<file path="config.mk">
export PLATFORM = sky130hd
export DESIGN_NAME = cdpmc_ctrl
export DESIGN_NICKNAME = d
export VERILOG_FILES = /design/src/cdpmc_pkg.sv /design/src/cdpmc_clkdiv.sv /design/src/cdpmc_startup.sv /design/src/cdpmc_ctrl.sv
export SDC_FILE = /design/constraint.sdc
export NUM_CORES = 1
export LEC_CHECK = 0
export BUFFER_PORTS_ARGS = -buffer_cell sky130_fd_sc_hd__buf_2
export CAP_MARGIN = 20
export CORE_MARGIN = 2
export CORE_UTILIZATION = 55
export DETAILED_ROUTE_END_ITERATION = 10
export PLACE_DENSITY = 0.85
export SLEW_MARGIN = 20
export SYNTH_ARGS = -nofsm -noshare
export SYNTH_HDL_FRONTEND = slang
export SYNTH_SLANG_ARGS = --single-unit
export TNS_END_PERCENT = 30
</file>
<file path="constraint.sdc">
create_clock -name CLOCK_I -period 4.9 [get_ports CLOCK_I]
set_input_delay 1.47 -clock CLOCK_I [delete_from_list [all_inputs] [get_ports CLOCK_I]]
set_output_delay 1.47 -clock CLOCK_I [all_outputs]
set_load 0.05 [all_outputs]
</file>
<file path="src/cdpmc_pkg.sv">
// Package: constants and types of the clock divide / power mode controller
// What this block does
// - Compatibility option halves CPU clock at divider zero: machine cycle 12 oscillator clocks, not 6.
// - Divider zero: CPU clock is oscillator rate, or half with compatibility option.
// - Divider value N 1..255 divides CPU clock by 2*(N+1), ratios 4..512.
// - Divider may be rewritten anytime; new ratio adopted without halting execution.
// - Brownout resets by default; interrupt-select bit 5 of auxiliary register interrupts instead.
// - Threshold 2.5 V when level bit is one, 3.8 V when zero.
// - Reset mode holds processor in reset while brownout detector stays active.
// - Interrupt mode raises request once on falling through; needs both enables.
// - Any brownout activation sets brownout flag, kept until software clears it.
// - Brownout flag also set at power-on; software clears it writing zero.
// - Brownout-disable bit 6 turns detection off: no reset, no interrupt.
// - Power-up detection sets power-on flag, kept until software clears it.
// - Idle bit stops CPU, peripherals run; interrupt or reset ends idle, bit cleared.
// - Power-down bit stops oscillator; bit cleared when power-down ends.
// - Power-down ends on reset or enabled wake interrupt of higher priority.
// - On wake restart oscillator, hold execution 1024 clocks crystal, 256 otherwise.
// - In power-down brownout reset resets at once; brownout interrupt wakes instead.
// - Running watchdog may reset the processor during power-down.
// - Two general-purpose bits are read/write and have no hardware effect.
// - Serial-bit-select picks meaning of serial control bit 7: mode bit or framing error.
package cdpmc_pkg;
  // Register indices; byte address is four times the index
  localparam logic [9:0] POWER_CONTROL_IDX = 10'h087;
  localparam logic [9:0] CPU_CLOCK_DIVIDER_IDX = 10'h095;
  localparam logic [9:0] SERIAL_CONTROL_IDX = 10'h098;
  localparam logic [9:0] AUX_IDX = 10'h0a2;
  localparam logic [9:0] STAT_IDX = 10'h0f0;
  // power_control fields
  localparam int POWER_CONTROL_IDL = 0;
  localparam int POWER_CONTROL_PD = 1;
  localparam int POWER_CONTROL_GF0 = 2;
  localparam int POWER_CONTROL_GF1 = 3;
  localparam int POWER_CONTROL_POF = 4;
  localparam int POWER_CONTROL_BOF = 5;
  localparam int POWER_CONTROL_SBS = 6;
  localparam int POWER_CONTROL_BAUD = 7;
  localparam logic [7:0] POWER_CONTROL_POR_VAL = 8'h30;
  // auxiliary_control fields and serial control bit 7
  localparam int AUX_BOI = 5;
  localparam int AUX_BOD = 6;
  localparam int SERIAL_CONTROL_B7 = 7;
  // Timing counts
  localparam int MCYCLE_CLKS = 6;
  localparam int STARTUP_XTAL = 1024;
  localparam int STARTUP_RC = 256;
  localparam int DIV_W = 10;
  typedef enum logic [1:0] {MODE_RUN, MODE_IDLE, MODE_PDOWN, MODE_WAKE} cdpmc_mode_t;
endpackage

</file>
<file path="src/cdpmc_clkdiv.sv">
// Glitch-free programmable clock-enable divider
`timescale 1ns/1ps
`default_nettype none
module cdpmc_clkdiv #(
  parameter int W = 10
) (
  // Clock and reset
  input wire logic clk_i,
  input wire logic rst_i,
  // Ratio and tick
  input wire logic [W-1:0] ratio_i,
  output logic tick_o
);
  typedef struct packed {
    logic [W-1:0] cnt;
    logic [W-1:0] ratio;
    logic tick;
  } cdpmc_div_t;
  cdpmc_div_t st_reg, st_next;

  always_comb begin
    st_next = st_reg;
    st_next.tick = 1'b0;
    if (st_reg.cnt <= {{(W-1){1'b0}}, 1'b1}) begin
      // New ratio taken only at the period end, never mid-period
      st_next.ratio = ratio_i;
      st_next.cnt = ratio_i;
      st_next.tick = 1'b1;
    end else begin
      st_next.cnt = st_reg.cnt - {{(W-1){1'b0}}, 1'b1};
    end
  end

  always_ff @(posedge clk_i) begin
    if (rst_i) begin
      st_reg <= '0;
    end else begin
      st_reg <= st_next;
    end
  end

  assign tick_o = st_reg.tick;

  // Helper: cycles since last tick
  logic [W:0] gap;
  logic seen;
  always_ff @(posedge clk_i) begin
    if (rst_i) begin
      gap <= '0;
      seen <= 1'b0;
    end else if (tick_o) begin
      gap <= {{W{1'b0}}, 1'b1};
      seen <= 1'b1;
    end else begin
      gap <= gap + {{W{1'b0}}, 1'b1};
    end
  end
endmodule
`default_nettype wire

</file>
<file path="src/cdpmc_startup.sv">
// Oscillator start-up counter held after power-down wake
`timescale 1ns/1ps
`default_nettype none
module cdpmc_startup #(
  parameter int LONG_CNT = cdpmc_pkg::STARTUP_XTAL,
  parameter int SHORT_CNT = cdpmc_pkg::STARTUP_RC
) (
  // Clock and reset
  input wire logic clk_i,
  input wire logic rst_i,
  // Control
  input wire logic start_i,
  input wire logic long_i,
  output logic busy_o,
  output logic done_o
);
  typedef struct packed {
    logic [10:0] cnt;
    logic busy;
    logic done;
  } cdpmc_su_t;
  cdpmc_su_t st_reg, st_next;

  always_comb begin
    st_next = st_reg;
    st_next.done = 1'b0;
    if (start_i) begin
      st_next.busy = 1'b1;
      st_next.cnt = long_i ? 11'(LONG_CNT - 1) : 11'(SHORT_CNT - 1);
    end else if (st_reg.busy) begin
      if (st_reg.cnt == 11'h000) begin
        st_next.busy = 1'b0;
        st_next.done = 1'b1;
      end else begin
        st_next.cnt = st_reg.cnt - 11'h001;
      end
    end
  end

  always_ff @(posedge clk_i) begin
    if (rst_i) begin
      st_reg <= '0;
    end else begin
      st_reg <= st_next;
    end
  end

  assign busy_o = st_reg.busy;
  assign done_o = st_reg.done;

  // Helper: clocks counted since start
  logic [11:0] el;
  logic was_long;
  always_ff @(posedge clk_i) begin
    if (rst_i) begin
      el <= '0;
      was_long <= 1'b0;
    end else if (start_i) begin
      el <= 12'h000;
      was_long <= long_i;
    end else if (st_reg.busy) begin
      el <= el + 12'h001;
    end
  end
endmodule
`default_nettype wire

</file>
<file path="src/cdpmc_ctrl.sv">
// Top: CPU clock divider, brownout and power mode control with APB registers
//
// The APB interface to the registers was decided locally.
`timescale 1ns/1ps
`default_nettype none
module cdpmc_ctrl #(
  parameter int AW = 12,
  parameter int STARTUP_LONG = cdpmc_pkg::STARTUP_XTAL,
  parameter int STARTUP_SHORT = cdpmc_pkg::STARTUP_RC
) (
  // Clock and reset
  input wire logic CLOCK_I,
  input wire logic SYS_RST_I,
  // APB slave
  input wire logic PSEL_I,
  input wire logic PENABLE_I,
  input wire logic PWRITE_I,
  input wire logic [AW-1:0] PADDR_I,
  input wire logic [31:0] PWDATA_I,
  output logic [31:0] PRDATA_O,
  output logic PREADY_O,
  output logic PSLVERR_O,
  // Configuration bits
  input wire logic COMPAT_HALVE_I,
  input wire logic BOV_CFG_I,
  input wire logic OSC_CRYSTAL_I,
  // Detectors and reset sources
  input wire logic POWER_ON_I,
  input wire logic BO_DET_I,
  input wire logic WDT_RESET_I,
  input wire logic EXT_RESET_I,
  // Interrupt controller
  input wire logic GIE_I,
  input wire logic BO_IE_I,
  input wire logic BO_IRQ_ACK_I,
  input wire logic IRQ_PENDING_I,
  input wire logic WAKE_IRQ_I,
  output logic BROWNOUT_IRQ_O,
  // UART side
  input wire logic FRAMING_ERR_I,
  output logic BAUD_DOUBLE_O,
  output logic SERIAL_BIT_SELECT_O,
  output logic SERIAL_MODE_BIT_O,
  // Clocking and power outputs
  output logic CPU_CLK_EN_O,
  output logic PERIPH_CLK_EN_O,
  output logic MCYCLE_EN_O,
  output logic OSC_RUN_O,
  output logic CPU_RESET_O,
  output logic BO_LEVEL_HIGH_O,
  output logic IDLE_O,
  output logic PDOWN_O
);
  typedef struct packed {
    logic [7:0] power_control;
    logic [7:0] cpu_clock_divider;
    logic brownout_irq_select;
    logic brownout_disable;
    logic sm0;
    cdpmc_pkg::cdpmc_mode_t mode;
    logic bo_q;
    logic bo_irq;
    logic cpu_rst;
    logic lvl_high;
    logic [2:0] mcnt;
    logic [31:0] prdata;
  } cdpmc_st_t;
  cdpmc_st_t st_reg, st_next;

  logic [cdpmc_pkg::DIV_W-1:0] ratio;
  logic tick;
  logic su_start;
  logic su_busy;
  logic su_done;
  logic bo_on;
  logic bo_fall;
  logic bo_rst;
  logic bo_wake;
  logic rst_src;
  logic wake;
  logic setup;
  logic access;
  logic wr;
  logic [9:0] idx;
  logic mapped;
  logic run_periph;

  // Ratio from divider and compatibility option
  always_comb begin
    if (st_reg.cpu_clock_divider == 8'h00) begin
      ratio = COMPAT_HALVE_I ? 10'h002 : 10'h001;
    end else begin
      ratio = {1'b0, st_reg.cpu_clock_divider, 1'b0} + 10'h002;
    end
  end

  cdpmc_clkdiv #(
    .W(cdpmc_pkg::DIV_W)
  ) u_div (
    .clk_i(CLOCK_I),
    .rst_i(SYS_RST_I),
    .ratio_i(ratio),
    .tick_o(tick)
  );

  // Brownout detection terms
  assign bo_on = BO_DET_I & ~st_reg.brownout_disable;
  assign bo_fall = bo_on & ~st_reg.bo_q;
  assign bo_rst = bo_on & ~st_reg.brownout_irq_select;
  assign bo_wake = st_reg.bo_irq & GIE_I & BO_IE_I;
  assign rst_src = bo_rst | WDT_RESET_I | EXT_RESET_I;
  assign wake = WAKE_IRQ_I | bo_wake;
  assign su_start = (st_reg.mode == cdpmc_pkg::MODE_PDOWN) & (wake | rst_src);

  cdpmc_startup #(
    .LONG_CNT(STARTUP_LONG),
    .SHORT_CNT(STARTUP_SHORT)
  ) u_su (
    .clk_i(CLOCK_I),
    .rst_i(SYS_RST_I),
    .start_i(su_start),
    .long_i(OSC_CRYSTAL_I),
    .busy_o(su_busy),
    .done_o(su_done)
  );

  // APB decode
  assign setup = PSEL_I & ~PENABLE_I;
  assign access = PSEL_I & PENABLE_I;
  assign idx = PADDR_I[11:2];
  assign mapped = (PADDR_I[1:0] == 2'b00) &&
    (idx == cdpmc_pkg::POWER_CONTROL_IDX || idx == cdpmc_pkg::CPU_CLOCK_DIVIDER_IDX ||
     idx == cdpmc_pkg::SERIAL_CONTROL_IDX || idx == cdpmc_pkg::AUX_IDX ||
     idx == cdpmc_pkg::STAT_IDX);
  assign wr = access & PWRITE_I & mapped;

  always_comb begin
    st_next = st_reg;
    st_next.bo_q = bo_on;
    st_next.cpu_rst = rst_src;
    st_next.lvl_high = ~BOV_CFG_I;
    // Read data sampled in the setup cycle, shown in the access cycle
    if (setup & ~PWRITE_I) begin
      st_next.prdata = 32'h0000_0000;
      // Unmapped or misaligned reads return zero, never a register alias
      case (mapped ? idx : 10'h000)
        cdpmc_pkg::POWER_CONTROL_IDX: st_next.prdata[7:0] = st_reg.power_control;
        cdpmc_pkg::CPU_CLOCK_DIVIDER_IDX: st_next.prdata[7:0] = st_reg.cpu_clock_divider;
        cdpmc_pkg::SERIAL_CONTROL_IDX: begin
          st_next.prdata[cdpmc_pkg::SERIAL_CONTROL_B7] = st_reg.power_control[cdpmc_pkg::POWER_CONTROL_SBS] ?
            FRAMING_ERR_I : st_reg.sm0;
        end
        cdpmc_pkg::AUX_IDX: begin
          st_next.prdata[cdpmc_pkg::AUX_BOI] = st_reg.brownout_irq_select;
          st_next.prdata[cdpmc_pkg::AUX_BOD] = st_reg.brownout_disable;
        end
        cdpmc_pkg::STAT_IDX: begin
          st_next.prdata[1:0] = st_reg.mode;
          st_next.prdata[2] = BO_DET_I;
          st_next.prdata[3] = su_busy;
          st_next.prdata[4] = st_reg.bo_irq;
        end
        default: st_next.prdata = 32'h0000_0000;
      endcase
    end
    // Software writes
    if (wr) begin
      case (idx)
        cdpmc_pkg::POWER_CONTROL_IDX: st_next.power_control = PWDATA_I[7:0];
        cdpmc_pkg::CPU_CLOCK_DIVIDER_IDX: st_next.cpu_clock_divider = PWDATA_I[7:0];
        cdpmc_pkg::SERIAL_CONTROL_IDX: begin
          if (!st_reg.power_control[cdpmc_pkg::POWER_CONTROL_SBS]) begin
            st_next.sm0 = PWDATA_I[cdpmc_pkg::SERIAL_CONTROL_B7];
          end
        end
        cdpmc_pkg::AUX_IDX: begin
          st_next.brownout_irq_select = PWDATA_I[cdpmc_pkg::AUX_BOI];
          st_next.brownout_disable = PWDATA_I[cdpmc_pkg::AUX_BOD];
        end
        default: st_next.cpu_clock_divider = st_next.cpu_clock_divider;
      endcase
    end
    if (BO_IRQ_ACK_I) begin
      st_next.bo_irq = 1'b0;
    end
    // Power mode sequencing
    case (st_reg.mode)
      cdpmc_pkg::MODE_RUN: begin
        // Power-down wins when both bits are written together
        if (wr && idx == cdpmc_pkg::POWER_CONTROL_IDX && PWDATA_I[cdpmc_pkg::POWER_CONTROL_PD]) begin
          st_next.mode = cdpmc_pkg::MODE_PDOWN;
        end else if (wr && idx == cdpmc_pkg::POWER_CONTROL_IDX && PWDATA_I[cdpmc_pkg::POWER_CONTROL_IDL]) begin
          st_next.mode = cdpmc_pkg::MODE_IDLE;
        end
      end
      cdpmc_pkg::MODE_IDLE: begin
        if (IRQ_PENDING_I) begin
          st_next.mode = cdpmc_pkg::MODE_RUN;
          st_next.power_control[cdpmc_pkg::POWER_CONTROL_IDL] = 1'b0;
        end
      end
      cdpmc_pkg::MODE_PDOWN: begin
        if (wake) begin
          st_next.mode = cdpmc_pkg::MODE_WAKE;
        end
      end
      cdpmc_pkg::MODE_WAKE: begin
        if (su_done) begin
          st_next.mode = cdpmc_pkg::MODE_RUN;
          st_next.power_control[cdpmc_pkg::POWER_CONTROL_PD] = 1'b0;
          st_next.power_control[cdpmc_pkg::POWER_CONTROL_IDL] = 1'b0;
        end
      end
      default: st_next.mode = cdpmc_pkg::MODE_RUN;
    endcase
    // Any reset source clears the register state apart from the flags and, in power-down or wake, the PD bit
    if (rst_src) begin
      st_next.power_control = st_reg.power_control & 8'h30;
      st_next.cpu_clock_divider = 8'h00;
      st_next.sm0 = 1'b0;
      st_next.brownout_irq_select = 1'b0;
      st_next.brownout_disable = 1'b0;
      st_next.power_control[cdpmc_pkg::POWER_CONTROL_PD] = (st_reg.mode == cdpmc_pkg::MODE_PDOWN) ||
        (st_reg.mode == cdpmc_pkg::MODE_WAKE);
      if (st_reg.mode == cdpmc_pkg::MODE_PDOWN) begin
        st_next.mode = cdpmc_pkg::MODE_WAKE;
      end else if (st_reg.mode == cdpmc_pkg::MODE_IDLE) begin
        st_next.mode = cdpmc_pkg::MODE_RUN;
      end
    end
    // Hardware sets come last so they win over a clear in the same cycle
    if (bo_fall) begin
      st_next.power_control[cdpmc_pkg::POWER_CONTROL_BOF] = 1'b1;
      if (st_reg.brownout_irq_select) begin
        st_next.bo_irq = 1'b1;
      end
    end
    if (POWER_ON_I) begin
      st_next.power_control[cdpmc_pkg::POWER_CONTROL_POF] = 1'b1;
      st_next.power_control[cdpmc_pkg::POWER_CONTROL_BOF] = 1'b1;
    end
    // Machine cycle prescaler on peripheral ticks
    if (run_periph) begin
      if (st_reg.mcnt == 3'(cdpmc_pkg::MCYCLE_CLKS - 1)) begin
        st_next.mcnt = 3'h0;
      end else begin
        st_next.mcnt = st_reg.mcnt + 3'h1;
      end
    end
  end

  always_ff @(posedge CLOCK_I) begin
    if (SYS_RST_I) begin
      st_reg <= '0;
      st_reg.power_control <= cdpmc_pkg::POWER_CONTROL_POR_VAL;
      st_reg.cpu_rst <= 1'b1;
    end else begin
      st_reg <= st_next;
    end
  end

  // Oscillator stops only in power-down; CPU stops in idle too
  assign run_periph = tick & ((st_reg.mode == cdpmc_pkg::MODE_RUN) ||
    (st_reg.mode == cdpmc_pkg::MODE_IDLE));
  assign CPU_CLK_EN_O = tick & (st_reg.mode == cdpmc_pkg::MODE_RUN);
  assign PERIPH_CLK_EN_O = run_periph;
  assign MCYCLE_EN_O = run_periph && st_reg.mcnt == 3'(cdpmc_pkg::MCYCLE_CLKS - 1);
  assign OSC_RUN_O = st_reg.mode != cdpmc_pkg::MODE_PDOWN;
  assign CPU_RESET_O = st_reg.cpu_rst;
  assign BROWNOUT_IRQ_O = bo_wake;
  assign BO_LEVEL_HIGH_O = st_reg.lvl_high;
  assign BAUD_DOUBLE_O = st_reg.power_control[cdpmc_pkg::POWER_CONTROL_BAUD];
  assign SERIAL_BIT_SELECT_O = st_reg.power_control[cdpmc_pkg::POWER_CONTROL_SBS];
  assign SERIAL_MODE_BIT_O = st_reg.sm0;
  assign IDLE_O = st_reg.mode == cdpmc_pkg::MODE_IDLE;
  assign PDOWN_O = st_reg.mode == cdpmc_pkg::MODE_PDOWN;
  assign PRDATA_O = st_reg.prdata;
  assign PREADY_O = 1'b1;
  assign PSLVERR_O = access & ~mapped;
endmodule
`default_nettype wire

</file>
# ---- Yosys cells after proc, flatten, opt, wreduce, memory -nomap -nowiden
# Cells that the tools add are included.
dict set report word_totals {
  ff_bits 60
  in_bits 62
  output_inout_bits 46
  elab_cells 133
}
dict set report classes {
  add_sub_neg 4
  order_cmp 1
  eq_ne 16
  n_mux 37
  n_bitwise 28
  reduce_logical 26
}
# op count
set ops {}
lappend ops {{10-bit by 8-bit equality test with 1-bit output, second input constant} 10}
lappend ops {{10-bit two-way mux} 4}
lappend ops {{13-bit two-way mux} 2}
lappend ops {{2-bit two-way mux} 12}
lappend ops {{15-bit two-way mux} 1}
lappend ops {{5-bit case mux with 3 select lines} 1}
lappend ops {{1-bit AND} 14}
lappend ops {{12-bit two-way mux} 1}
lappend ops {{11-bit logical NOT} 1}
lappend ops {{11-bit two-way mux} 1}
lappend ops {{11-bit by 1-bit subtractor with 11-bit output, second input constant} 1}
lappend ops {{9-bit by 2-bit adder with 10-bit output, second input constant} 1}
lappend ops {{10-bit by 1-bit less-or-equal comparator with 1-bit output, second input constant} 1}
lappend ops {{1-bit NOT} 10}
lappend ops {{10-bit by 1-bit subtractor with 10-bit output, second input constant} 1}
lappend ops {{1-bit two-way mux} 9}
lappend ops {{8-bit logical NOT} 1}
lappend ops {{8-bit two-way mux} 1}
lappend ops {{2-bit case mux with 4 select lines} 1}
lappend ops {{2-bit AND reduction} 4}
lappend ops {{1-bit logical OR} 6}
lappend ops {{2-bit case mux with 3 select lines} 1}
lappend ops {{3-bit AND reduction} 2}
lappend ops {{3-bit OR reduction} 2}
lappend ops {{13 further kinds} 24}

# ---- Logic depth before layout (Yosys ltp)
dict set report depth {
  ltp_word 15
  ltp_mapped 7
  depth_no_buf 6
}

# ---- By module
# From an unflattened synthesis, not the netlist that was laid out.
dict set report hier_totals {
  hier_cells 428
  hier_area_um2 3539.6
}
# module instances cells_each area_per_inst_um2 seq_area_each_um2
set modules_own_cells {}
lappend modules_own_cells {cdpmc_ctrl 1 295 2312.2 720.7}
lappend modules_own_cells {cdpmc_startup 1 73 660.6 260.2}
lappend modules_own_cells {cdpmc_clkdiv 1 60 566.8 220.2}

# ---- Worst setup path before layout
# OpenSTA, ideal clock, no wires.
dict set report synth_path {
  path_type {input port to output port}
  from {input PADDR_I[2]}
  to {output PSLVERR_O}
  arrival_time_ps 3199
  t_required_ps 3430
  slack_ps 231
  cell_stages 5
  n_path_buf 1
  path_cell_list {clkbuf_1 > and3b_1 > o2111a_1 > or3_1 > a21oi_1}
}
dict set report synth_via {
  elab_chain_len 8
  elab_cells_between_ends 12
  cone_classes {5 x eq/ne; 2 x bitwise; 5 x reduce/logical}
}
# element line
set synth_rtl {}
lappend synth_rtl {{from (decl)} cdpmc_ctrl.sv:18} ;# input wire logic [AW-1:0] PADDR_I,
lappend synth_rtl {{10-bit by 8-bit equality test with 1-bit output} cdpmc_ctrl.sv:132} ;# (idx == cdpmc_pkg::POWER_CONTROL_IDX || idx == cdpmc_pkg::CPU_CLOCK_DIVIDER_IDX ||
lappend synth_rtl {{1-bit logical OR (2 in series)} cdpmc_ctrl.sv:132}
lappend synth_rtl {{1-bit logical OR} cdpmc_ctrl.sv:133} ;# idx == cdpmc_pkg::SERIAL_CONTROL_IDX || idx == cdpmc_pkg::AUX_IDX ||
lappend synth_rtl {{1-bit logical OR (*)} cdpmc_ctrl.sv:133}
lappend synth_rtl {{1-bit logical AND (*)} cdpmc_ctrl.sv:131} ;# assign mapped = (PADDR_I[1:0] == 2'b00) &&
lappend synth_rtl {{1-bit NOT (*)} cdpmc_ctrl.sv:279} ;# assign PSLVERR_O = access & ~mapped;
lappend synth_rtl {{1-bit AND (*)} cdpmc_ctrl.sv:279}
lappend synth_rtl {{to (decl)} cdpmc_ctrl.sv:22} ;# output logic PSLVERR_O,
# Mark *: on every way between the ends. The rest lies on a longest branch, timed or not.

# ---- Final worst setup path
dict set report layout_path {
  from {input PADDR_I[7]}
  to {output PSLVERR_O}
}
# The elaborated chain is that of the path after synthesis.

==> results.sh <==
export IMPL_synth_area_sq_um=3558
export IMPL_hold_ws_ps=452.8
export IMPL_wire_per_inst_microns=15.93
export IMPL_met3WireLength_microns=794
export IMPL_regToRegEndpoint="u_div.st_reg[18]"
export IMPL_ys_warn_count=0
export IMPL_critPathCapture="PSLVERR_O"
export IMPL_synth_distinct_cells=61
export IMPL_fin_nets=540
export IMPL_synth_top_area_cell="dfxtp_1"
export IMPL_hold_viol=0
export IMPL_cts_hold_buffers=0
export IMPL_drtIter0Drc=428
export IMPL_top_layer="met4"
export IMPL_worstSkewPairLatency_ps=340
export IMPL_hp_class="register to register"
export IMPL_cts_tree="built"
export IMPL_ys_seq_elements=60
export IMPL_setup_viol=0
export IMPL_io_buffer_count=58
export IMPL_wl_met1_mm=3.722
export IMPL_io_pins=108
export IMPL_synth_mux_area_frac=0.01195
export IMPL_crit_type="primary input to output pin"
export IMPL_synth_compound_area_frac=0.1941
export IMPL_synth_xor_area_frac=0.02954
export IMPL_rsz0062_at_grt="no"
export IMPL_post_route_min_period_ps=4399
export IMPL_dieArea_sq_um=7129
export IMPL_leakage_nw=1.506
export IMPL_cp_end_kind="output pin"
export IMPL_wl_mm=8.840
export IMPL_synth_simple_gate_area_frac=0.2971
export IMPL_post_cts_buffers=0
export IMPL_synthCells=433
export IMPL_route_detailed_drc=0
export IMPL_dr_total_vias=3457
export IMPL_htreeDepth=3
export IMPL_place_congestion=0.9558
export IMPL_clockRootBuffer="clkbuf_8"
export IMPL_cts_clk_slew_worst_paths_ps=60
export IMPL_ys_seq_area_frac=0.3376
export IMPL_status="complete, no violations"
export IMPL_ant_nets=0
export IMPL_met2_length_mm=4.176
export IMPL_antennaDiodeCount=0
export IMPL_grt_pass1_wl_mm=14.37
export IMPL_grt_overflow=0
export IMPL_ctsResizeCount=0
export IMPL_yosys_top_cells_area="dfxtp_1, buf_4, a21oi_1"
export IMPL_drive_above_1_share=0.1967
export IMPL_clock_path_buffers=2
export IMPL_async_flop_share=0
export IMPL_cap_violations=0
export IMPL_slew_headroom=0.4483
export IMPL_start_util=0.5636
export IMPL_finalSetupTns_ps=0
export IMPL_coreArea_sq_um=6314
export IMPL_synth_top_cell_area_share=0.3376
export IMPL_timing_rr_start="u_div.st_reg[18]"
export IMPL_synth_avg_cell_area_sq_um=8.218
export IMPL_r2r_slack_ps=2760
export IMPL_max_freq_mhz=227.3
export IMPL_dp_hpwl_mm=6.314
export IMPL_critPathMaxFanout=8
export IMPL_cts_num_sinks=60
export IMPL_crit_path_start_kind="primary input"
export IMPL_worstRegToRegCells=4
export IMPL_synth_main_ff_cell="dfxtp_1"
export IMPL_grt_pass1_vias=3102
export IMPL_dr_pass1_iters=5
export IMPL_ir_drop_uv=272.4
export IMPL_crit_required_ps=3430
export IMPL_largest_reg_flops=23
export IMPL_cp_startpoint="PADDR_I[7]"
export IMPL_via_per_inst=6.229
export IMPL_cts_buffers=9
export IMPL_synth_edf_count=0
export IMPL_postLayoutCoreUtil=0.6227
export IMPL_fin_skew_ps=8.794
export IMPL_cp_data_arrival_time_ps=2930
export IMPL_area_growth_pct=10.48
export IMPL_grt_max_degree=37
export IMPL_synthAdderAreaFrac=0.01758
export IMPL_antenna_found_initial=0
export IMPL_grt_total_usage=0.2490
export IMPL_synth_top_family_by_area="simple AND/OR/NAND/NOR gates"
export IMPL_die_h_microns=84.44
export IMPL_worst_pin_slew_ps=820.0
export IMPL_power_density_nw_per_um2=363.7
export IMPL_period_share=0.8977
export IMPL_die_w_microns=84.44
export IMPL_fp_row_count=29
export IMPL_drv_slew=0
## layout make-up
cell class,instances,area (sq um)
clock buffers,11,141.4
multi-input cells,328,2052
fillers,568,2382
clock inverters,5,75.07
repair buffers,62,320.3
flip-flops and latches,60,1201
inverters,12,45.04
well taps,77,96.34
## critical path: stages
cell	delay, ps
buf_2	150
nor3b_1	150
buf_4	160
o2111a_1	260
or3_1	310
a21oi_1	150
buf_2	280
## power by group
part	leakage, nW	switching (W)	internal, W
clock	0.113	0.000196	0.000298
combinational	0.907	0.000237	0.000140
sequential	0.486	0.0000337	0.000526
total	1.51	0.000467	0.000963
## cell families (layout without fill, tap and decap cells)
kind of cell | Yosys count | after routing
simple gates | 178 | 178
fa+ha+maj | 5 | 5
other cells | 2 | 25
xor+xnor | 12 | 12
mux | 4 | 4
flops | 60 | 60
buf+inv | 68 | 90
compound gates | 104 | 104
## cells in the mapped netlist, types with 6 or more instances
library cell and number:
nor3b_1 7, a211oi_1 7, o21ai_0 26, nor4b_1 6, nand4_1 9, buf_4 34, dfxtp_1 60, nand3_1 24
nand2_1 29, nor3_1 11, a21oi_1 28, inv_1 12, a31oi_1 7, clkbuf_1 20, nor2b_1 7, xnor2_1 10
or3_1 13, nor2_1 27
## per-stage QoR
stage          worst slack, ps  total power, W  cell area [sq um]  cells
2_1_floorplan            231.3       0.0008833               3645    456
3_3_place_gp             520.9       0.0009264               3715    539
3_5_place_dp             551.3       0.0009426               3715    539
4_1_cts                  537.5        0.001431               3931    555
5_1_grt                  474.3        0.001496               3931    555
6_report                 501.1        0.001430               3931    555
## cell usage in the layout, fill, tap and decap left out, types with 11 or more instances in the layout
master	instances
nand2_1	29
o21ai_0	26
conb_1	25
nor2_1	27
nor3_1	11
or3_1	13
inv_1	12
buf_2	58
a21oi_1	28
nand3_1	24
dfxtp_1	60
## metal layers
layer | vias up | global-route usage
met5 | - | 0
met4 | 0 | 0.09812
met3 | 15 | 0.05506
met2 | 167 | 0.4004
met1 | 1637 | 0.3270
li1 | 1638 | -
## worst min path at each step
| stage | slack [ps] | to | depth (start not counted) | from |
|---|---|---|---|---|
| 4_1_cts | 460 | PRDATA_O[4] | 2 | PRDATA_O[4] |
| 6_report | 450 | PRDATA_O[7] | 2 | PRDATA_O[7] |
| 2_1_floorplan | 430 | PRDATA_O[0] | 2 | PRDATA_O[0] |
| 3_5_place_dp | 440 | PRDATA_O[5] | 2 | PRDATA_O[5] |
| 5_1_grt | 510 | st_reg[55] | 2 | st_reg[55] |
| 3_3_place_gp | 430 | PRDATA_O[5] | 2 | PRDATA_O[5] |
Power figures use the tool's default switching activity.
